$ cat config.mk
export PLATFORM = sky130hd
export DESIGN_NAME = wdp_top
export DESIGN_NICKNAME = d
export VERILOG_FILES = /design/src/core/wdp_period_lut.v /design/src/core/wdp_spi_slave.v /design/src/core/wdp_top.v
export VERILOG_INCLUDE_DIRS = /design/src /design/src/core
export SDC_FILE = /design/constraint.sdc
export NUM_CORES = 1
export LEC_CHECK = 0
export ABC_AREA = 0
export BUFFER_PORTS_ARGS = -buffer_cell sky130_fd_sc_hd__buf_2
export CORE_MARGIN = 3
export CORE_UTILIZATION = 28
export CTS_BUF_LIST = sky130_fd_sc_hd__clkbuf_2
export DETAILED_ROUTE_END_ITERATION = 10
export PLACE_DENSITY_LB_ADDON = 0.25
export SETUP_SLACK_MARGIN = 0.05
export SLEW_MARGIN = 10
export SYNTH_ARGS = -nofsm -noshare
export SYNTH_HDL_FRONTEND = slang
export SYNTH_SLANG_ARGS = --single-unit
$ cat constraint.sdc
create_clock -name clk -period 5.4 [get_ports clk]
set_clock_uncertainty 0.15 [all_clocks]
set_input_delay 0.27 -clock clk [delete_from_list [all_inputs] [get_ports clk]]
set_output_delay 0.27 -clock clk [all_outputs]
set_load 0.05 [all_outputs]
$ cat src/core/wdp_defs.vh
`ifndef WDP_DEFS_VH
`define WDP_DEFS_VH
// Serial frame layout
`define WDP_FRAME_BITS 5'd16
`define WDP_HDR_BITS 5'd4
`define WDP_ADDR_HI 15
`define WDP_ADDR_LO 14
`define WDP_FSEL_BIT 13
`define WDP_RO_BIT 12
`define WDP_PC_HI 11
`define WDP_PC_LO 6
`define WDP_OM_HI 5
`define WDP_OM_LO 3
`define WDP_SDM_BIT 2
`define WDP_EN_BIT 1
`define WDP_ADDR_MODE 2'h0
`define WDP_FSEL_STATUS 1'b0
// Operating mode codes
`define WDP_OM_NONE 3'h0
`define WDP_OM_NORMAL 3'h1
`define WDP_OM_STANDBY 3'h2
`define WDP_OM_INIT_FLASH 3'h3
`define WDP_OM_SLEEP 3'h4
`define WDP_OM_INIT_NORMAL 3'h5
`define WDP_OM_LEAVE_FLASH 3'h6
`define WDP_OM_FLASH 3'h7
// Mode classes for the period lookup
`define WDP_MC_NORMAL 2'h0
`define WDP_MC_STANDBY 2'h1
`define WDP_MC_FLASH 2'h2
`define WDP_MC_SLEEP 2'h3
// Legal period codes, shortest first
`define WDP_PC_0 6'h09
`define WDP_PC_1 6'h0c
`define WDP_PC_2 6'h12
`define WDP_PC_3 6'h14
`define WDP_PC_4 6'h1b
`define WDP_PC_5 6'h24
`define WDP_PC_6 6'h2d
`define WDP_PC_7 6'h33
`define WDP_PC_8 6'h35
`define WDP_PC_9 6'h36
// Entries that do not follow the prescaler scaling
`define WDP_EXC_NORM_MS 14'd244
`define WDP_EXC_STBY_MS 14'd1560
// Oscillator and system clock rates
`define WDP_OSC_KHZ 18'd512
`define WDP_CLK_KHZ 18'd200000
// Timing counts in oscillator ticks
`define WDP_INIT_TICKS 24'd131072
`define WDP_RST_TICKS 24'd1024
// Reset source codes
`define WDP_RS_POR 4'h0
`define WDP_RS_CYCLIC 4'h1
`define WDP_RS_LOCAL_WAKE 4'h9
`define WDP_RS_WD_OVF 4'hb
`define WDP_RS_WD_INIT 4'hc
`define WDP_RS_ILLEGAL 4'he
// Reset values
`define WDP_OM_RESET 3'h1
`define WDP_PC_RESET 6'h36
`endif

$ cat src/core/wdp_period_lut.v
`timescale 1ns/1ps
`include "wdp_defs.vh"
module wdp_period_lut (
  input wire clk,
  input wire resetn,
  input wire [5:0] code,
  input wire [1:0] presc,
  input wire [1:0] mclass,
  output reg [23:0] ticks_reg
);
  reg [13:0] base;
  reg [2:0] fac;
  reg [15:0] prod;
  reg [23:0] ticks_next;

  // Prescaler 00 values per mode class
  always @* begin
    case (code)
      `WDP_PC_0: base = (mclass == `WDP_MC_NORMAL) ? 14'd4 :
        (mclass == `WDP_MC_SLEEP) ? 14'd160 : 14'd20; // RULE_01
      `WDP_PC_1: base = (mclass == `WDP_MC_NORMAL) ? 14'd8 :
        (mclass == `WDP_MC_SLEEP) ? 14'd320 : 14'd40;
      `WDP_PC_2: base = (mclass == `WDP_MC_NORMAL) ? 14'd16 :
        (mclass == `WDP_MC_SLEEP) ? 14'd640 : 14'd80;
      `WDP_PC_3: base = (mclass == `WDP_MC_NORMAL) ? 14'd32 :
        (mclass == `WDP_MC_SLEEP) ? 14'd1024 : 14'd160;
      `WDP_PC_4: base = (mclass == `WDP_MC_NORMAL) ? 14'd40 :
        (mclass == `WDP_MC_SLEEP) ? 14'd2048 : 14'd320;
      `WDP_PC_5: base = (mclass == `WDP_MC_NORMAL) ? 14'd48 :
        (mclass == `WDP_MC_SLEEP) ? 14'd3072 : 14'd640;
      `WDP_PC_6: base = (mclass == `WDP_MC_NORMAL) ? 14'd56 :
        (mclass == `WDP_MC_SLEEP) ? 14'd4096 : 14'd1024;
      `WDP_PC_7: base = (mclass == `WDP_MC_NORMAL) ? 14'd64 :
        (mclass == `WDP_MC_SLEEP) ? 14'd6144 : 14'd2048;
      `WDP_PC_8: base = (mclass == `WDP_MC_NORMAL) ? 14'd72 :
        (mclass == `WDP_MC_SLEEP) ? 14'd8192 : 14'd4096;
      `WDP_PC_9: base = (mclass == `WDP_MC_NORMAL) ? 14'd80 : 14'd8192;
      default: base = 14'd0;
    endcase
  end

  // Scale in half steps: 1, 1.5, 2.5 and 3.5
  always @* begin
    case (presc)
      2'h0: fac = 3'd2; // RULE_01
      2'h1: fac = 3'd3; // RULE_02
      2'h2: fac = 3'd5; // RULE_03
      2'h3: fac = 3'd7; // RULE_04
      default: fac = 3'd2;
    endcase
  end

  // One millisecond is 512 oscillator ticks, half a millisecond 256
  always @* begin
    prod = {2'b00, base} * {13'h0000, fac};
    ticks_next = {prod, 8'h00}; // RULE_05
    if (presc == 2'h3 && code == `WDP_PC_7 && mclass == `WDP_MC_NORMAL) begin
      ticks_next = {1'b0, `WDP_EXC_NORM_MS, 9'h000}; // RULE_04
    end
    if (presc == 2'h2 && code == `WDP_PC_6 && mclass != `WDP_MC_NORMAL &&
        mclass != `WDP_MC_SLEEP) begin
      ticks_next = {1'b0, `WDP_EXC_STBY_MS, 9'h000}; // RULE_03
    end
  end

  always @(posedge clk) begin
    if (!resetn) begin
      ticks_reg <= 24'h000000;
    end else begin
      ticks_reg <= ticks_next;
    end
  end
endmodule // wdp_period_lut

$ cat src/core/wdp_spi_slave.v
`timescale 1ns/1ps
`include "wdp_defs.vh"
module wdp_spi_slave (
  input wire clk,
  input wire resetn,
  input wire sclk,
  input wire cs_n,
  input wire sdi,
  input wire [11:0] tx_word,
  output reg sdo_reg,
  output wire sdo_oe,
  output wire hdr_valid,
  output wire [3:0] hdr,
  output reg frame_done_reg,
  output reg [15:0] rx_word_reg
);
  reg sclk_q;
  reg cs_q;
  reg [4:0] cnt_reg;
  reg [15:0] sh_in_reg;
  reg [11:0] sh_out_reg;
  wire rise;
  wire fall;

  assign rise = ~cs_n & sclk & ~sclk_q;
  assign fall = ~cs_n & ~sclk & sclk_q;
  assign hdr_valid = rise && (cnt_reg == `WDP_HDR_BITS - 5'd1);
  assign hdr = {sh_in_reg[2:0], sdi};
  assign sdo_oe = ~cs_n;

  always @(posedge clk) begin
    if (!resetn) begin
      sclk_q <= 1'b0;
      cs_q <= 1'b1;
      cnt_reg <= 5'd0;
      sh_in_reg <= 16'h0000;
      sh_out_reg <= 12'h000;
      sdo_reg <= 1'b0;
      frame_done_reg <= 1'b0;
      rx_word_reg <= 16'h0000;
    end else begin
      sclk_q <= sclk;
      cs_q <= cs_n;
      frame_done_reg <= 1'b0;
      if (cs_n) begin
        cnt_reg <= 5'd0;
        sdo_reg <= 1'b0;
        if (!cs_q && cnt_reg == `WDP_FRAME_BITS) begin
          frame_done_reg <= 1'b1;
          rx_word_reg <= sh_in_reg;
        end
      end else begin
        if (rise) begin
          sh_in_reg <= {sh_in_reg[14:0], sdi};
          if (cnt_reg != 5'd31) begin
            cnt_reg <= cnt_reg + 5'd1;
          end
        end
        if (hdr_valid) begin
          sh_out_reg <= tx_word;
        end
        if (fall && cnt_reg >= `WDP_HDR_BITS) begin
          sdo_reg <= sh_out_reg[11];
          sh_out_reg <= {sh_out_reg[10:0], 1'b0};
        end
      end
    end
  end
endmodule // wdp_spi_slave

$ cat src/core/wdp_top.v
`timescale 1ns/1ps
// Notes on behaviour
// [RULE_01] Prescaler 00 maps the ten legal period codes to Normal timeouts of 4 to 80 ms.
// [RULE_02] Prescaler 01 scales every timeout by one and a half.
// [RULE_03] Prescaler 10 gives Normal 10 to 200 ms and Standby or Flash up to 20480 ms.
// [RULE_04] Prescaler 11 gives Normal 14 to 280 ms and Sleep up to 28672 ms.
// [RULE_05] All periods count ticks of the 512 kHz internal oscillator.
// [RULE_06] Sleep entry with the highest code disables the watchdog at once, reset held low.
// [RULE_07] On Sleep entry the supply is cut only after the reset output is already low.
// [RULE_08] The status word can be read in every operating mode.
// [RULE_09] Address 00 with feedback select 0 returns status; read only 1 leaves the mode word.
// [RULE_10] With read only 0 the frame also writes the mode word.
// [RULE_11] Every mode word write outside reset and Sleep is checked; an illegal code is ignored and forces a reset.
// [RULE_12] After reset release the host must write the mode word within the initial window.
// [RULE_13] Any period value outside the ten codes is an illegal coding.
// [RULE_14] The highest code gives a finite timeout in Normal and Flash but none in Standby.
`include "wdp_defs.vh"
module wdp_top #(
  parameter [17:0] OSC_KHZ = `WDP_OSC_KHZ,
  parameter [17:0] CLK_KHZ = `WDP_CLK_KHZ,
  parameter [23:0] INIT_TICKS = `WDP_INIT_TICKS,
  parameter [23:0] RST_TICKS = `WDP_RST_TICKS
) (
  input wire clk,
  input wire resetn,
  input wire spi_sclk,
  input wire spi_cs_n,
  input wire spi_sdi,
  output wire spi_sdo,
  output wire spi_sdo_oe,
  input wire [1:0] period_prescaler,
  input wire [7:0] status_in,
  input wire wake_event,
  output wire reset_output_n,
  output wire mcu_supply,
  output wire [2:0] mode_code,
  output wire sdm_out,
  output wire en_out,
  output wire wd_active
);
  localparam [2:0] ST_INIT = 3'h0;
  localparam [2:0] ST_RUN = 3'h1;
  localparam [2:0] ST_WDOFF = 3'h2;
  localparam [2:0] ST_RST = 3'h3;
  localparam [2:0] ST_SLP_ENTRY = 3'h4;
  localparam [2:0] ST_SLEEP = 3'h5;

  // Period code legality
  function pc_legal;
    input [5:0] pc;
    begin
      case (pc)
        `WDP_PC_0, `WDP_PC_1, `WDP_PC_2, `WDP_PC_3, `WDP_PC_4,
        `WDP_PC_5, `WDP_PC_6, `WDP_PC_7, `WDP_PC_8, `WDP_PC_9: pc_legal = 1'b1;
        default: pc_legal = 1'b0;
      endcase
    end
  endfunction

  // Operating mode code to period class
  function [1:0] mode_class;
    input [2:0] om;
    begin
      case (om)
        `WDP_OM_STANDBY: mode_class = `WDP_MC_STANDBY;
        `WDP_OM_SLEEP: mode_class = `WDP_MC_SLEEP;
        `WDP_OM_INIT_FLASH, `WDP_OM_FLASH: mode_class = `WDP_MC_FLASH;
        default: mode_class = `WDP_MC_NORMAL;
      endcase
    end
  endfunction

  // Highest code switches the timeout off in Standby and Sleep only
  function wd_off;
    input [5:0] pc;
    input [1:0] mc;
    begin
      wd_off = (pc == `WDP_PC_9) &&
        (mc == `WDP_MC_STANDBY || mc == `WDP_MC_SLEEP); // RULE_14
    end
  endfunction

  reg [2:0] state_reg;
  reg [2:0] state_next;
  reg [23:0] cnt_reg;
  reg [23:0] cnt_next;
  reg [17:0] acc_reg;
  reg [17:0] acc_next;
  reg rst_low_reg;
  reg rst_low_next;
  reg supply_reg;
  reg supply_next;
  reg [3:0] rsrc_reg;
  reg [3:0] rsrc_next;
  reg [2:0] om_reg;
  reg [2:0] om_next;
  reg [5:0] pc_reg;
  reg [5:0] pc_next;
  reg sdm_reg;
  reg sdm_next;
  reg en_reg;
  reg en_next;
  reg [11:0] tx_word;

  wire [18:0] acc_sum;
  wire tick;
  wire [23:0] cnt_inc;
  wire [23:0] period_ticks;
  wire hdr_valid;
  wire [3:0] hdr;
  wire frame_done;
  wire [15:0] rx_word;
  wire mode_wr;
  wire [5:0] new_pc;
  wire [2:0] new_om;
  wire [1:0] new_mc;
  wire new_legal;
  wire sleep_off;

  // Fractional divider: one tick per oscillator period on average
  assign acc_sum = {1'b0, acc_reg} + {1'b0, OSC_KHZ}; // RULE_05
  assign tick = (acc_sum >= {1'b0, CLK_KHZ});
  assign cnt_inc = tick ? cnt_reg + 24'd1 : cnt_reg;

  always @* begin
    if (tick) begin
      acc_next = acc_sum[17:0] - CLK_KHZ;
    end else begin
      acc_next = acc_sum[17:0];
    end
  end

  wdp_spi_slave u_spi (
    .clk(clk),
    .resetn(resetn),
    .sclk(spi_sclk),
    .cs_n(spi_cs_n),
    .sdi(spi_sdi),
    .tx_word(tx_word),
    .sdo_reg(spi_sdo),
    .sdo_oe(spi_sdo_oe),
    .hdr_valid(hdr_valid),
    .hdr(hdr),
    .frame_done_reg(frame_done),
    .rx_word_reg(rx_word)
  );

  wdp_period_lut u_lut (
    .clk(clk),
    .resetn(resetn),
    .code(pc_reg),
    .presc(period_prescaler),
    .mclass(mode_class(om_reg)),
    .ticks_reg(period_ticks)
  );

  // Readback choice once the header is in; no dependence on state
  always @* begin
    if (hdr[3:2] == `WDP_ADDR_MODE && hdr[1] == `WDP_FSEL_STATUS) begin
      tx_word = {rsrc_reg, status_in}; // RULE_08 RULE_09
    end else begin
      tx_word = 12'h000;
    end
  end

  // Only frames at the mode address with read only clear write
  assign mode_wr = frame_done && rx_word[`WDP_ADDR_HI:`WDP_ADDR_LO] == `WDP_ADDR_MODE &&
    !rx_word[`WDP_RO_BIT]; // RULE_09 RULE_10
  assign new_pc = rx_word[`WDP_PC_HI:`WDP_PC_LO];
  assign new_om = rx_word[`WDP_OM_HI:`WDP_OM_LO];
  assign new_mc = mode_class(new_om);
  assign new_legal = pc_legal(new_pc) && (new_om != `WDP_OM_NONE); // RULE_11 RULE_13
  assign sleep_off = wd_off(pc_reg, `WDP_MC_SLEEP);

  always @* begin
    state_next = state_reg;
    cnt_next = cnt_inc;
    rst_low_next = rst_low_reg;
    supply_next = supply_reg;
    rsrc_next = rsrc_reg;
    om_next = om_reg;
    pc_next = pc_reg;
    sdm_next = sdm_reg;
    en_next = en_reg;
    case (state_reg)
      ST_INIT, ST_RUN, ST_WDOFF: begin
        if (mode_wr && !new_legal) begin
          state_next = ST_RST; // RULE_11
          rsrc_next = `WDP_RS_ILLEGAL;
          rst_low_next = 1'b1;
          cnt_next = 24'd0;
        end else if (mode_wr) begin
          om_next = new_om; // RULE_10
          pc_next = new_pc;
          sdm_next = rx_word[`WDP_SDM_BIT];
          en_next = rx_word[`WDP_EN_BIT];
          cnt_next = 24'd0;
          if (new_mc == `WDP_MC_SLEEP) begin
            state_next = ST_SLP_ENTRY;
            rst_low_next = 1'b1; // RULE_06
          end else if (wd_off(new_pc, new_mc)) begin
            state_next = ST_WDOFF; // RULE_14
          end else begin
            state_next = ST_RUN;
          end
        end else if (state_reg == ST_INIT && cnt_reg >= INIT_TICKS) begin
          state_next = ST_RST; // RULE_12
          rsrc_next = `WDP_RS_WD_INIT;
          rst_low_next = 1'b1;
          cnt_next = 24'd0;
        end else if (state_reg == ST_RUN && cnt_reg >= period_ticks) begin
          state_next = ST_RST;
          rsrc_next = `WDP_RS_WD_OVF;
          rst_low_next = 1'b1;
          cnt_next = 24'd0;
        end else if (state_reg == ST_WDOFF) begin
          cnt_next = 24'd0; // RULE_14
        end
      end
      ST_SLP_ENTRY: begin
        supply_next = 1'b0; // RULE_07
        cnt_next = 24'd0;
        state_next = ST_SLEEP;
      end
      ST_SLEEP: begin
        if (wake_event) begin
          state_next = ST_RST;
          rsrc_next = `WDP_RS_LOCAL_WAKE;
          supply_next = 1'b1;
          cnt_next = 24'd0;
        end else if (sleep_off) begin
          cnt_next = 24'd0; // RULE_06
        end else if (cnt_reg >= period_ticks) begin
          state_next = ST_RST;
          rsrc_next = `WDP_RS_CYCLIC;
          supply_next = 1'b1;
          cnt_next = 24'd0;
        end
      end
      ST_RST: begin
        rst_low_next = 1'b1;
        if (cnt_reg >= RST_TICKS) begin
          state_next = ST_INIT;
          rst_low_next = 1'b0;
          cnt_next = 24'd0;
        end
      end
      default: begin
        state_next = ST_RST;
        rst_low_next = 1'b1;
        cnt_next = 24'd0;
      end
    endcase
  end

  always @(posedge clk) begin
    if (!resetn) begin
      state_reg <= ST_INIT;
      cnt_reg <= 24'd0;
      acc_reg <= 18'd0;
      rst_low_reg <= 1'b0;
      supply_reg <= 1'b1;
      rsrc_reg <= `WDP_RS_POR;
      om_reg <= `WDP_OM_RESET;
      pc_reg <= `WDP_PC_RESET;
      sdm_reg <= 1'b0;
      en_reg <= 1'b0;
    end else begin
      state_reg <= state_next;
      cnt_reg <= cnt_next;
      acc_reg <= acc_next;
      rst_low_reg <= rst_low_next;
      supply_reg <= supply_next;
      rsrc_reg <= rsrc_next;
      om_reg <= om_next;
      pc_reg <= pc_next;
      sdm_reg <= sdm_next;
      en_reg <= en_next;
    end
  end

  // Outputs straight from flip-flops, except the decoded activity flag
  assign reset_output_n = ~rst_low_reg;
  assign mcu_supply = supply_reg;
  assign mode_code = om_reg;
  assign sdm_out = sdm_reg;
  assign en_out = en_reg;
  assign wd_active = (state_reg == ST_INIT) || (state_reg == ST_RUN) ||
    (state_reg == ST_SLEEP && !sleep_off);
endmodule // wdp_top

==> results of run 1 <==
[logic make-up (layout without fill, tap and decap cells)]
family / Yosys count / after routing / share of synthesized area [%]
and+or+nand+nor: 379 / 379 / 25.5
AOI/OAI and AO/OA: 205 / 205 / 18.5
DFF: 121 / 121 / 32.8
buffers and inverters: 112 / 141 / 6.35
adders and majority gates: 50 / 50 / 9.58
muxes: 30 / 30 / 4.06
xor gates and xnor gates: 27 / 27 / 3.20
other: 0 / 1 / 0
[final cells by class]
type,instances,area [um^2]
Multi-Input combinational cell,691,4510
Clock inverter,15,151
Clock buffer,17,85.1
Antenna cell,1,2.50
Timing Repair Buffer,45,318
Tap cell,330,413
Inverter,64,240
Sequential cell,121,2420
Fill cell,2753,17400
[power by group through the flow]
stage          Sequential [mW]  Combinational [mW]  Clock, mW
4_1_cts                  0.919               0.145      0.613
6_report                 0.919               0.144      0.582
3_5_place_dp             0.937               0.136          0
3_3_place_gp             0.937               0.136          0
2_1_floorplan            0.930               0.106          0
5_1_grt                  0.922               0.160      0.654
[timing repair]
action | in CTS | in global routing
hold buffers | 17 | 0
endpoints found under the hold margin | 42 | 0
gates resized for setup | 0 | 0
[layer usage]
layer | vias to the layer above | share of wire [%] | GRT usage, %
li1 | 3335 | - | -
met5 | - | 0 | 0
met3 | 16 | 3.9 | 2.80
met2 | 123 | 45 | 19.4
met1 | 2967 | 49 | 17.0
met4 | 0 | 1.6 | 3.17
[worst min-delay path, cell delays in order]
cell and delay (ps):
sky130_fd_sc_hd__buf_2 190, sky130_fd_sc_hd__nand3_1 150, sky130_fd_sc_hd__or2_2 190, sky130_fd_sc_hd__a21oi_1 80
[worst max-delay path by stage]
stage	from	end	slack [ps]	cells after the start
global route	mode_code[1]	u_lut.ticks_reg[22]	340	16
floorplan	mode_code[1]	u_lut.ticks_reg[22]	890	17
global placement	mode_code[1]	u_lut.ticks_reg[22]	830	16
finish	mode_code[1]	u_lut.ticks_reg[22]	690	16
detailed placement	mode_code[1]	u_lut.ticks_reg[22]	780	16
CTS	mode_code[1]	u_lut.ticks_reg[22]	730	16
[synth_stat cells, drive strengths merged (3+ instances only)]
cell type / number / area share [%]
o21ai: 27 / 1.8
a21o: 9 / 0.91
o211ai: 9 / 0.91
nand2b: 7 / 0.59
or3: 8 / 0.68
a31oi: 5 / 0.42
fa: 11 / 3.0
and2: 10 / 0.85
o22ai: 3 / 0.34
a21oi: 75 / 5.2
dfxtp: 121 / 33
clkbuf: 36 / 1.8
xor2: 11 / 1.3
and3: 13 / 1.2
o21bai: 4 / 0.41
nor3: 17 / 1.2
inv: 64 / 3.2
buf: 12 / 1.3
nor4b: 3 / 0.36
a31o: 3 / 0.36
or4: 24 / 2.5
a211oi: 4 / 0.41
o21a: 4 / 0.41
ha: 39 / 6.6
mux2i: 30 / 4.1
nor2: 83 / 4.3
nor4bb: 4 / 0.54
nand3b: 3 / 0.30
a311oi: 11 / 1.3
o31ai: 26 / 2.6
xnor2: 16 / 1.9
nor3b: 3 / 0.30
nand4: 17 / 1.4
a221oi: 3 / 0.36
nand3: 39 / 2.6
nand2: 124 / 6.3
or2: 6 / 0.51
nor2b: 4 / 0.34
nor4: 7 / 0.59
[metrics by stage]
stage               power [mW]  hold slack [ps]  util [%]
floorplan                 1.04              242         -
global placement          1.07              288      30.3
detailed placement        1.07              293      30.3
CTS                       1.68             12.1      31.9
global route              1.74             74.8      31.9
finish                    1.64             99.0      31.9
==> impl_metrics.prom, run 1 <==
# TYPE chip_impl_metric gauge
chip_impl_info{name="outcome",value="complete, no violations"} 1
chip_impl_metric{name="ys_seq_elements",unit=""} 121
chip_impl_metric{name="synth_instances",unit=""} 924
chip_impl_metric{name="layoutNonFillerInstCount",unit=""} 1284
chip_impl_metric{name="min_path_cells",unit=""} 4
chip_impl_metric{name="vdd_drop_max",unit="uV"} 102
chip_impl_metric{name="setup-violations-final",unit=""} 0
chip_impl_info{name="cell_by_cell_listing_of_the_critical_path",value="xor2_1, nor2b_1, ha_1, nor3b_1, a21oi_1, o311ai_0, nand2_1, fa_1, inv_1, fa_1, a21oi_1, o21ai_0, a2111oi_0, o31ai_1, xnor2_1, nor2_1"} 1
chip_impl_metric{name="switch_pwr",unit="uW"} 479
chip_impl_info{name="grt_setup_unrepaired",value="false"} 1
chip_impl_metric{name="power_report.internal_total",unit="mW"} 1.17
chip_impl_metric{name="global_route.overflow_total",unit=""} 0
chip_impl_metric{name="die_y",unit="um"} 168
chip_impl_metric{name="reg2reg_depth",unit=""} 16
chip_impl_metric{name="layout_worst_path_cycle_share",unit="%"} 87.2
chip_impl_metric{name="power.density",unit="nW/um^2"} 202
chip_impl_metric{name="cts_buffer_depth",unit=""} 2
chip_impl_metric{name="number_of_global_route_vias_before_repair",unit=""} 5906
chip_impl_info{name="crit_path_start_kind",value="flop"} 1
chip_impl_metric{name="max_cap_viol_count",unit=""} 0
chip_impl_info{name="setup.worst_path.end_class",value="flop"} 1
chip_impl_metric{name="gp_routability_congestion",unit=""} 0.895
chip_impl_metric{name="routed-via-count",unit=""} 6441
chip_impl_metric{name="slew_headroom",unit="%"} 22.3
chip_impl_metric{name="grt_pass1_wl",unit="um"} 29300
chip_impl_metric{name="core.rowCount",unit=""} 58
chip_impl_metric{name="tns",unit="ps"} 0
chip_impl_metric{name="largest_reg_flops",unit=""} 24
chip_impl_info{name="tritoncts",value="yes"} 1
chip_impl_metric{name="clock_power_share",unit="%"} 35.4
chip_impl_info{name="crit_reg_reg_endpoint",value="u_lut.ticks_reg[22]"} 1
chip_impl_metric{name="static_leakage",unit="nW"} 3.05
chip_impl_metric{name="grt_antenna_before_repair",unit=""} 1
chip_impl_metric{name="crit_arrival",unit="ps"} 5140
chip_impl_metric{name="yosys_warnings",unit=""} 0
chip_impl_metric{name="seq_power_share",unit="%"} 55.9
chip_impl_info{name="r2r_start",value="mode_code[1]"} 1
chip_impl_metric{name="yosysSeqAreaShare",unit="%"} 32.8
chip_impl_info{name="whs_endpoint",value="u_lut.ticks_reg[14]"} 1
chip_impl_metric{name="synth_cell_types",unit=""} 73
chip_impl_metric{name="final_number_of_max_transition_violations",unit=""} 0
chip_impl_metric{name="maximum_number_of_pins_on_one_net_before_global_route_repair",unit=""} 64
chip_impl_metric{name="effective_utilization_at_floorplan",unit="%"} 28.9
chip_impl_metric{name="async_set_reset_flop_share_out_of_synthesis",unit="%"} 0
chip_impl_metric{name="worst_slack",unit="ps"} 694
chip_impl_metric{name="layout.cell_area.non_filler",unit="um^2"} 8140
chip_impl_metric{name="worstSkewPairLatency",unit="ps"} 680
chip_impl_metric{name="setup.reg_to_reg.worst_slack",unit="ps"} 690
chip_impl_metric{name="placed_cells_incl_taps",unit=""} 1234
chip_impl_metric{name="power.share.combinational",unit="%"} 8.7
chip_impl_metric{name="pre_cts_slack",unit="ps"} 782
chip_impl_info{name="clk_root_buffer_cell",value="sky130_fd_sc_hd__clkbuf_2"} 1
chip_impl_metric{name="remaining_drc_errors",unit=""} 0
chip_impl_metric{name="vias_per_cell",unit=""} 5.02
chip_impl_metric{name="routed_wire_length_per_instance",unit="um"} 13.5
chip_impl_metric{name="timing_worst_slew_pin_value",unit="ps"} 1160
chip_impl_metric{name="wirelength",unit="um"} 17400
chip_impl_info{name="worst_path_dominant_cell_family",value="compound AO/OA/AOI/OAI gates"} 1
chip_impl_metric{name="cts_made_buffers",unit=""} 17
chip_impl_metric{name="worst_path_largest_cell_delay",unit="ps"} 650
chip_impl_metric{name="dieArea",unit="um^2"} 28400
chip_impl_metric{name="achievable-frequency",unit="MHz"} 212
chip_impl_metric{name="place.port_buffers",unit=""} 25
chip_impl_metric{name="synth_fp_nets",unit=""} 990
chip_impl_info{name="final_cell_mix",value="sky130_fd_sc_hd__nand2_1, sky130_fd_sc_hd__dfxtp_1, sky130_fd_sc_hd__nor2_1"} 1
chip_impl_metric{name="number_of_design_rule_violations_left_by_the_first_detailed_router_iteration",unit=""} 318
chip_impl_metric{name="swShare",unit="%"} 29.1
chip_impl_metric{name="cts_setup_buffers",unit=""} 0
chip_impl_metric{name="final_period_minus_worst_setup_slack",unit="ps"} 4710
chip_impl_metric{name="cts_sinks",unit=""} 121
chip_impl_metric{name="syn_avg_cell_area",unit="um^2"} 8.00
chip_impl_metric{name="htree_levels",unit=""} 4
chip_impl_metric{name="drive_gt1_share",unit="%"} 8.50
chip_impl_metric{name="firstDrtPassIters",unit=""} 5
chip_impl_metric{name="placed_instance_area",unit="um^2"} 7730
chip_impl_metric{name="syn_to_final_growth",unit="%"} 10.1
chip_impl_metric{name="io_pins",unit=""} 26
chip_impl_metric{name="critPathBufInv",unit=""} 1
chip_impl_metric{name="globalRouteTotalUtil",unit="%"} 12.3
chip_impl_info{name="min-delay-start",value="period_prescaler[1]"} 1
chip_impl_info{name="timing_worst_setup_path_type",value="reg -> reg"} 1
chip_impl_metric{name="finalHoldViolCount",unit=""} 0
chip_impl_metric{name="dp_hpwl",unit="um"} 12200
chip_impl_info{name="synth_top_flop_cell",value="sky130_fd_sc_hd__dfxtp_1"} 1
chip_impl_info{name="crit_path_top_delay_cell",value="sky130_fd_sc_hd__o311ai_0"} 1
chip_impl_metric{name="synthesis.area",unit="um^2"} 7390
chip_impl_info{name="final_common_cell",value="sky130_fd_sc_hd__nand2_1"} 1
chip_impl_info{name="hold_path_class",value="in -> reg"} 1
chip_impl_metric{name="required_time_worst_endpoint",unit="ps"} 5830
chip_impl_metric{name="ant_nets",unit=""} 0
chip_impl_metric{name="clk_pin_slew_worst_paths",unit="ps"} 200
chip_impl_metric{name="critical_path_peak_fanout",unit=""} 10
chip_impl_metric{name="die_width",unit="um"} 168
chip_impl_metric{name="design.core.area",unit="um^2"} 25500
chip_impl_metric{name="nets",unit=""} 1006
chip_impl_metric{name="synth-edff-count",unit=""} 0
Note: power is estimated with default switching activity, not from simulation.
==> run 2: changes to the inputs <==
--- a/config.mk
+++ b/config.mk
@@ -9,11 +9,10 @@
 export ABC_AREA = 0
 export BUFFER_PORTS_ARGS = -buffer_cell sky130_fd_sc_hd__buf_2
 export CORE_MARGIN = 3
-export CORE_UTILIZATION = 28
+export CORE_UTILIZATION = 60
 export CTS_BUF_LIST = sky130_fd_sc_hd__clkbuf_2
 export DETAILED_ROUTE_END_ITERATION = 10
-export PLACE_DENSITY_LB_ADDON = 0.25
-export SETUP_SLACK_MARGIN = 0.05
+export PLACE_DENSITY = 0.76
 export SLEW_MARGIN = 10
 export SYNTH_ARGS = -nofsm -noshare
 export SYNTH_HDL_FRONTEND = slang
==> run 2 against run 1 <==
Net effect: first-iteration DRC count is 56% higher; via count rose by 3.6%; critical path type unchanged; sequential power about the same; highest routed layer unchanged; largest cell class unchanged.
==> impl_metrics.prom, run 2 (same netlist as run 1, synthesis figures left out) <==
# TYPE chip_impl_metric gauge
chip_impl_info{name="outcome",value="complete, no violations"} 1
chip_impl_metric{name="htree_levels",unit=""} 4
chip_impl_metric{name="grt_antenna_before_repair",unit=""} 1
chip_impl_metric{name="clock_power_share",unit="%"} 33.4
chip_impl_metric{name="dp_hpwl",unit="um"} 12000
chip_impl_info{name="tritoncts",value="yes"} 1
chip_impl_info{name="hold_path_class",value="in -> reg"} 1
chip_impl_metric{name="max_cap_viol_count",unit=""} 0
chip_impl_metric{name="setup.reg_to_reg.worst_slack",unit="ps"} 670
chip_impl_metric{name="finalHoldViolCount",unit=""} 0
chip_impl_metric{name="footprint_of_the_multi_input_gates",unit="um^2"} 4510
chip_impl_metric{name="cts_sinks",unit=""} 121
chip_impl_metric{name="detailed_route_wirelength_on_metal2",unit="um"} 8140
chip_impl_info{name="clk_root_buffer_cell",value="sky130_fd_sc_hd__clkbuf_2"} 1
chip_impl_metric{name="cts_made_buffers",unit=""} 17
chip_impl_info{name="crit_path_top_delay_cell",value="sky130_fd_sc_hd__o311ai_0"} 1
chip_impl_metric{name="tns",unit="ps"} 0
chip_impl_metric{name="critPathBufInv",unit=""} 1
chip_impl_metric{name="ant_nets",unit=""} 0
chip_impl_info{name="whs_endpoint",value="u_lut.ticks_reg[23]"} 1
chip_impl_metric{name="switch_pwr",unit="uW"} 474
chip_impl_metric{name="firstDrtPassIters",unit=""} 6
chip_impl_metric{name="cts_buffer_depth",unit=""} 2
chip_impl_metric{name="worst_slack",unit="ps"} 672
chip_impl_metric{name="fillers",unit=""} 994
chip_impl_info{name="crit_reg_reg_endpoint",value="u_lut.ticks_reg[22]"} 1
chip_impl_metric{name="setup-violations-final",unit=""} 0
chip_impl_metric{name="slew_headroom",unit="%"} 27.1
chip_impl_metric{name="power.share.combinational",unit="%"} 8.9
chip_impl_metric{name="largest_reg_flops",unit=""} 24
chip_impl_metric{name="timing_worst_slew_pin_value",unit="ps"} 1090
chip_impl_metric{name="final_number_of_max_transition_violations",unit=""} 0
chip_impl_info{name="grt_setup_unrepaired",value="false"} 1
chip_impl_metric{name="number_of_design_rule_violations_left_by_the_first_detailed_router_iteration",unit=""} 497
chip_impl_metric{name="reg2reg_depth",unit=""} 16
chip_impl_metric{name="maximum_number_of_pins_on_one_net_before_global_route_repair",unit=""} 65
chip_impl_metric{name="globalRouteTotalUtil",unit="%"} 25.1
chip_impl_metric{name="cts_repair_resize_count",unit=""} 0
chip_impl_metric{name="routed_wire_length_per_instance",unit="um"} 15.2
chip_impl_metric{name="dieArea",unit="um^2"} 13700
chip_impl_info{name="setup.worst_path.end_class",value="flop"} 1
chip_impl_info{name="r2r_start",value="mode_code[1]"} 1
chip_impl_metric{name="die_width",unit="um"} 117
chip_impl_metric{name="remaining_drc_errors",unit=""} 0
chip_impl_metric{name="design.core.area",unit="um^2"} 11700
chip_impl_metric{name="vias_per_cell",unit=""} 6.08
chip_impl_metric{name="total_met3_wirelength_after_detailed_routing",unit="um"} 747
chip_impl_info{name="final_common_cell",value="sky130_fd_sc_hd__nand2_1"} 1
chip_impl_metric{name="layout_worst_path_cycle_share",unit="%"} 87.5
chip_impl_metric{name="final.hold.worst_slack",unit="ps"} 143
chip_impl_metric{name="routed-via-count",unit=""} 6673
chip_impl_metric{name="area.sequential",unit="um^2"} 2420
chip_impl_metric{name="power_report.internal_total",unit="mW"} 1.12
chip_impl_info{name="final_cell_mix",value="sky130_fd_sc_hd__nand2_1, sky130_fd_sc_hd__dfxtp_1, sky130_fd_sc_hd__nor2_1"} 1
chip_impl_metric{name="seq_power_share",unit="%"} 57.7
chip_impl_info{name="worst_path_dominant_cell_family",value="compound AO/OA/AOI/OAI gates"} 1
chip_impl_metric{name="wirelength",unit="um"} 16700
chip_impl_metric{name="io_pins",unit=""} 26
chip_impl_info{name="highest-signal-layer",value="met4"} 1
chip_impl_metric{name="worstSkewPairLatency",unit="ps"} 720
chip_impl_metric{name="achievable-frequency",unit="MHz"} 212
chip_impl_metric{name="total_power",unit="mW"} 1.59
chip_impl_metric{name="static_leakage",unit="nW"} 3.04
chip_impl_metric{name="core.rowCount",unit=""} 39
chip_impl_metric{name="number_of_global_route_vias_before_repair",unit=""} 6148
chip_impl_metric{name="required_time_worst_endpoint",unit="ps"} 5870
chip_impl_metric{name="gp_routability_congestion",unit=""} 0.877
chip_impl_info{name="min-delay-start",value="period_prescaler[1]"} 1
chip_impl_metric{name="clk_pin_slew_worst_paths",unit="ps"} 200
chip_impl_info{name="crit_path_start_kind",value="flop"} 1
chip_impl_info{name="cell_by_cell_listing_of_the_critical_path",value="xor2_1, nor2b_1, ha_1, nor3b_1, a21oi_1, o311ai_0, nand2_1, fa_1, inv_1, fa_1, a21oi_1, o21ai_0, a2111oi_0, o31ai_1, xnor2_1, nor2_1"} 1
chip_impl_metric{name="worst_path_largest_cell_delay",unit="ps"} 610
chip_impl_info{name="timing_worst_setup_path_type",value="reg -> reg"} 1
chip_impl_metric{name="vdd_drop_max",unit="uV"} 174
chip_impl_metric{name="critical_path_peak_fanout",unit=""} 10
chip_impl_metric{name="routedLengthMet1",unit="um"} 7540
chip_impl_metric{name="min_path_cells",unit=""} 5
chip_impl_metric{name="die_y",unit="um"} 117
chip_impl_metric{name="nets",unit=""} 1006
chip_impl_metric{name="syn_to_final_growth",unit="%"} 6.63
chip_impl_metric{name="effective_utilization_at_floorplan",unit="%"} 63.1
chip_impl_metric{name="place.port_buffers",unit=""} 25
chip_impl_metric{name="grt_pass1_wl",unit="um"} 28200
chip_impl_metric{name="swShare",unit="%"} 29.7
chip_impl_metric{name="crit_arrival",unit="ps"} 5190
chip_impl_metric{name="final_period_minus_worst_setup_slack",unit="ps"} 4730
chip_impl_metric{name="power.density",unit="nW/um^2"} 202
chip_impl_metric{name="global_route.overflow_total",unit=""} 0
chip_impl_metric{name="drive_gt1_share",unit="%"} 8.71
chip_impl_metric{name="pre_cts_slack",unit="ps"} 786
-- run 2: cell count changes in the layout (fill, tap and decap cells not counted), moves of 2 or more --
cell                       before  now
sky130_fd_sc_hd__clkinv_1       3    0
sky130_fd_sc_hd__clkinv_2       1    5
sky130_fd_sc_hd__clkinv_4       3    5
sky130_fd_sc_hd__inv_6          3    1
-- run 2: layout make-up --
type                       count  share of cell area (%)
antenna                        1                  0.0317
clock buffer                  17                    1.08
clock inverter                15                    1.65
inverter                      64                    3.05
multi-input combinational    691                    57.2
sequential                   121                    30.7
tap                          143                    2.27
timing repair buffer          45                    4.03
-- run 2: layer usage --
| layer | up-vias | GRT usage, % |
|---|---|---|
| met2 | 177 | 41.5 |
| met3 | 21 | 5.50 |
| met4 | 0 | 8.26 |
| li1 | 3329 | - |
| met1 | 3146 | 32.8 |
| met5 | - | 0 |
-- run 2: worst register-to-register path: stages (launching register included) --
cell and delay [ps]:
sky130_fd_sc_hd__dfxtp_1 390, sky130_fd_sc_hd__xor2_1 170, sky130_fd_sc_hd__nor2b_1 150, sky130_fd_sc_hd__ha_1 320, sky130_fd_sc_hd__nor3b_1 220, sky130_fd_sc_hd__a21oi_1 50
sky130_fd_sc_hd__o311ai_0 610, sky130_fd_sc_hd__nand2_1 150, sky130_fd_sc_hd__fa_1 510, sky130_fd_sc_hd__inv_1 70, sky130_fd_sc_hd__fa_1 470, sky130_fd_sc_hd__a21oi_1 210
sky130_fd_sc_hd__o21ai_0 130, sky130_fd_sc_hd__a2111oi_0 590, sky130_fd_sc_hd__o31ai_1 190, sky130_fd_sc_hd__xnor2_1 180, sky130_fd_sc_hd__nor2_1 50
-- run 2: worst max path at each step --
stage	endpoint	start	depth (start not counted)	slack [ps]
2_1_floorplan	u_lut.ticks_reg[22]	mode_code[1]	17	890
3_3_place_gp	u_lut.ticks_reg[22]	mode_code[1]	16	930
3_5_place_dp	u_lut.ticks_reg[22]	mode_code[1]	16	790
4_1_cts	u_lut.ticks_reg[22]	mode_code[1]	16	730
5_1_grt	u_lut.ticks_reg[22]	mode_code[1]	16	290
6_report	u_lut.ticks_reg[22]	mode_code[1]	16	670
-- run 2: repair_timing --
item                                   in CTS  in global routing
endpoints found under the hold margin      42                  0
hold buffers                               17                  0
buffers inserted                            0                  0
-- run 2: power by group through the flow --
stage / logic, mW / clock network (mW) / registers, mW
3_3_place_gp: 0.126 / 0 / 0.936
3_5_place_dp: 0.130 / 0 / 0.937
5_1_grt: 0.155 / 0.579 / 0.922
4_1_cts: 0.139 / 0.539 / 0.919
2_1_floorplan: 0.106 / 0 / 0.930
6_report: 0.141 / 0.532 / 0.919
-- run 2: metrics by stage --
step	instances	cell area (um^2)	utilization (%)
6_report	1097	7880	67.3
2_1_floorplan	924	7390	-
3_3_place_gp	1047	7500	64.0
4_1_cts	1096	7880	67.3
5_1_grt	1097	7880	67.3
3_5_place_dp	1047	7500	64.0
==> run 3: changes to the inputs <==
--- a/config.mk
+++ b/config.mk
@@ -9,10 +9,11 @@
 export ABC_AREA = 0
 export BUFFER_PORTS_ARGS = -buffer_cell sky130_fd_sc_hd__buf_2
 export CORE_MARGIN = 3
-export CORE_UTILIZATION = 60
+export CORE_UTILIZATION = 35
 export CTS_BUF_LIST = sky130_fd_sc_hd__clkbuf_2
 export DETAILED_ROUTE_END_ITERATION = 10
-export PLACE_DENSITY = 0.76
+export PLACE_DENSITY = 0.48
+export SETUP_SLACK_MARGIN = 0.1
 export SLEW_MARGIN = 10
 export SYNTH_ARGS = -nofsm -noshare
 export SYNTH_HDL_FRONTEND = slang
==> run 3 against run 2 <==
Net effect: wire length increased by 2.6%; non-clock buffer count is 1 higher; first-iteration DRC count decreased by 21%; via count shrank 3.7%; critical path depth unchanged; critical path type unchanged.
==> impl_metrics.prom, run 3 (same netlist as run 1, synthesis figures left out) <==
# TYPE chip_impl_metric gauge
chip_impl_info{name="outcome",value="complete, no violations"} 1
chip_impl_metric{name="grt_pass1_wl",unit="um"} 28400
chip_impl_info{name="grt_setup_unrepaired",value="false"} 1
chip_impl_metric{name="pre_cts_slack",unit="ps"} 775
chip_impl_info{name="clk_root_buffer_cell",value="sky130_fd_sc_hd__clkbuf_2"} 1
chip_impl_metric{name="static_leakage",unit="nW"} 3.04
chip_impl_metric{name="largest_reg_flops",unit=""} 24
chip_impl_metric{name="htree_levels",unit=""} 4
chip_impl_metric{name="effective_utilization_at_floorplan",unit="%"} 36.1
chip_impl_metric{name="switch_pwr",unit="uW"} 494
chip_impl_metric{name="cts_buffer_depth",unit=""} 2
chip_impl_metric{name="cts_repair_resize_count",unit=""} 0
chip_impl_metric{name="cts_sinks",unit=""} 121
chip_impl_metric{name="vias_per_cell",unit=""} 5.24
chip_impl_metric{name="ant_nets",unit=""} 0
chip_impl_metric{name="total_power",unit="mW"} 1.62
chip_impl_metric{name="globalRouteTotalUtil",unit="%"} 15.2
chip_impl_metric{name="fillers",unit=""} 2165
chip_impl_metric{name="die_y",unit="um"} 151
chip_impl_metric{name="power.density",unit="nW/um^2"} 201
chip_impl_metric{name="firstDrtPassIters",unit=""} 6
chip_impl_info{name="final_common_cell",value="sky130_fd_sc_hd__nand2_1"} 1
chip_impl_metric{name="max_cap_viol_count",unit=""} 0
chip_impl_metric{name="final_period_minus_worst_setup_slack",unit="ps"} 4690
chip_impl_metric{name="footprint_of_the_multi_input_gates",unit="um^2"} 4510
chip_impl_metric{name="achievable-frequency",unit="MHz"} 213
chip_impl_metric{name="power.share.combinational",unit="%"} 8.8
chip_impl_metric{name="placed_instance_area",unit="um^2"} 7660
chip_impl_metric{name="setup-violations-final",unit=""} 0
chip_impl_metric{name="final_number_of_max_transition_violations",unit=""} 0
chip_impl_metric{name="area.sequential",unit="um^2"} 2420
chip_impl_metric{name="global_route.overflow_total",unit=""} 0
chip_impl_metric{name="wirelength",unit="um"} 17100
chip_impl_metric{name="die_width",unit="um"} 151
chip_impl_info{name="hold_path_class",value="in -> reg"} 1
chip_impl_metric{name="number_of_global_route_vias_before_repair",unit=""} 5759
chip_impl_metric{name="seq_power_share",unit="%"} 56.6
chip_impl_info{name="tritoncts",value="yes"} 1
chip_impl_info{name="setup.worst_path.end_class",value="flop"} 1
chip_impl_metric{name="swShare",unit="%"} 30.4
chip_impl_info{name="crit_path_start_kind",value="flop"} 1
chip_impl_metric{name="worst_slack",unit="ps"} 706
chip_impl_metric{name="routed-via-count",unit=""} 6429
chip_impl_metric{name="routed_wire_length_per_instance",unit="um"} 14.0
chip_impl_metric{name="slew_headroom",unit="%"} 22.5
chip_impl_metric{name="required_time_worst_endpoint",unit="ps"} 5850
chip_impl_metric{name="power_report.internal_total",unit="mW"} 1.13
chip_impl_metric{name="layout.cell_area.non_filler",unit="um^2"} 8070
chip_impl_metric{name="number_of_design_rule_violations_left_by_the_first_detailed_router_iteration",unit=""} 395
chip_impl_info{name="final_cell_mix",value="sky130_fd_sc_hd__nand2_1, sky130_fd_sc_hd__dfxtp_1, sky130_fd_sc_hd__nor2_1"} 1
chip_impl_metric{name="place.port_buffers",unit=""} 25
chip_impl_metric{name="drive_gt1_share",unit="%"} 8.81
chip_impl_metric{name="cts-hold-fix-buffers",unit=""} 18
chip_impl_metric{name="grt_antenna_before_repair",unit=""} 1
chip_impl_metric{name="gp_routability_congestion",unit=""} 0.850
chip_impl_metric{name="design.core.area",unit="um^2"} 20500
chip_impl_metric{name="clock_power_share",unit="%"} 34.6
chip_impl_metric{name="critical_path_peak_fanout",unit=""} 10
chip_impl_metric{name="dp_hpwl",unit="um"} 12200
chip_impl_metric{name="timing_worst_slew_pin_value",unit="ps"} 1160
chip_impl_metric{name="core.rowCount",unit=""} 52
chip_impl_metric{name="syn_to_final_growth",unit="%"} 9.16
chip_impl_metric{name="crit_arrival",unit="ps"} 5140
chip_impl_metric{name="maximum_number_of_pins_on_one_net_before_global_route_repair",unit=""} 64
chip_impl_metric{name="dieArea",unit="um^2"} 22900
chip_impl_metric{name="finalHoldViolCount",unit=""} 0
chip_impl_metric{name="worstSkewPairLatency",unit="ps"} 700
chip_impl_metric{name="nets",unit=""} 1007
chip_impl_metric{name="vdd_drop_max",unit="uV"} 126
chip_impl_metric{name="cts_setup_buffers",unit=""} 0
chip_impl_metric{name="layout_worst_path_cycle_share",unit="%"} 86.9
chip_impl_metric{name="clk_pin_slew_worst_paths",unit="ps"} 210
chip_impl_metric{name="cts_made_buffers",unit=""} 17
chip_impl_info{name="timing_worst_setup_path_type",value="reg -> reg"} 1
chip_impl_metric{name="remaining_drc_errors",unit=""} 0
chip_impl_metric{name="io_pins",unit=""} 26
chip_impl_metric{name="tns",unit="ps"} 0
## run 3: path summary, 6_finish.rpt
kind,startpoint,to,slack (ps),cells past startpoint
worst max-delay path,mode_code[1],u_lut.ticks_reg[22],710,16
worst min-delay path,status_in[6],u_spi.sh_out_reg[6],220,4
worst max register to register,mode_code[1],u_lut.ticks_reg[22],710,16
worst min register to register,u_spi.sh_in_reg[0],u_spi.sh_in_reg[1],300,2
## run 3: metrics by stage
| step | hold WS, ps | util (%) | instances |
|---|---|---|---|
| finish | 223 | 39.4 | 1226 |
| global route | 164 | 39.4 | 1226 |
| CTS | 142 | 39.4 | 1224 |
| detailed placement | 294 | 37.4 | 1174 |
| global placement | 292 | 37.4 | 1174 |
| floorplan | 242 | - | 924 |
## run 3: final cells by class
class,count,share of cell area [%]
Clock inverter,15,1.77
Multi-Input combinational cell,691,55.9
Clock buffer,17,1.05
Tap cell,270,4.19
Inverter,64,2.98
Sequential cell,121,30.0
Antenna cell,2,0.0620
Timing Repair Buffer,46,4.06
## run 3: routing by layer
metal / GRT usage (%) / part of all wire, % / up-vias
met4: 4.08 / 1.6 / 0
met1: 21.0 / 50 / 2963
met3: 3.50 / 3.2 / 18
met2: 23.8 / 45 / 104
met5: 0 / 0 / -
li1: - / - / 3344
## run 3: critical path: stages (launching register included)
cell and delay, ps:
sky130_fd_sc_hd__dfxtp_1 390, sky130_fd_sc_hd__xor2_1 160, sky130_fd_sc_hd__nor2b_1 150, sky130_fd_sc_hd__ha_1 310
sky130_fd_sc_hd__nor3b_1 220, sky130_fd_sc_hd__a21oi_1 60, sky130_fd_sc_hd__o311ai_0 650, sky130_fd_sc_hd__nand2_1 150
sky130_fd_sc_hd__fa_1 510, sky130_fd_sc_hd__inv_1 60, sky130_fd_sc_hd__fa_1 460, sky130_fd_sc_hd__a21oi_1 200
sky130_fd_sc_hd__o21ai_0 120, sky130_fd_sc_hd__a2111oi_0 610, sky130_fd_sc_hd__o31ai_1 190, sky130_fd_sc_hd__xnor2_1 160
sky130_fd_sc_hd__nor2_1 50
## run 3: power by group through the flow
stage	Clock, mW	Combinational (mW)	Sequential, mW
6_report	0.561	0.142	0.919
3_3_place_gp	0	0.136	0.937
2_1_floorplan	0	0.106	0.930
3_5_place_dp	0	0.134	0.937
5_1_grt	0.624	0.160	0.922
4_1_cts	0.590	0.144	0.919
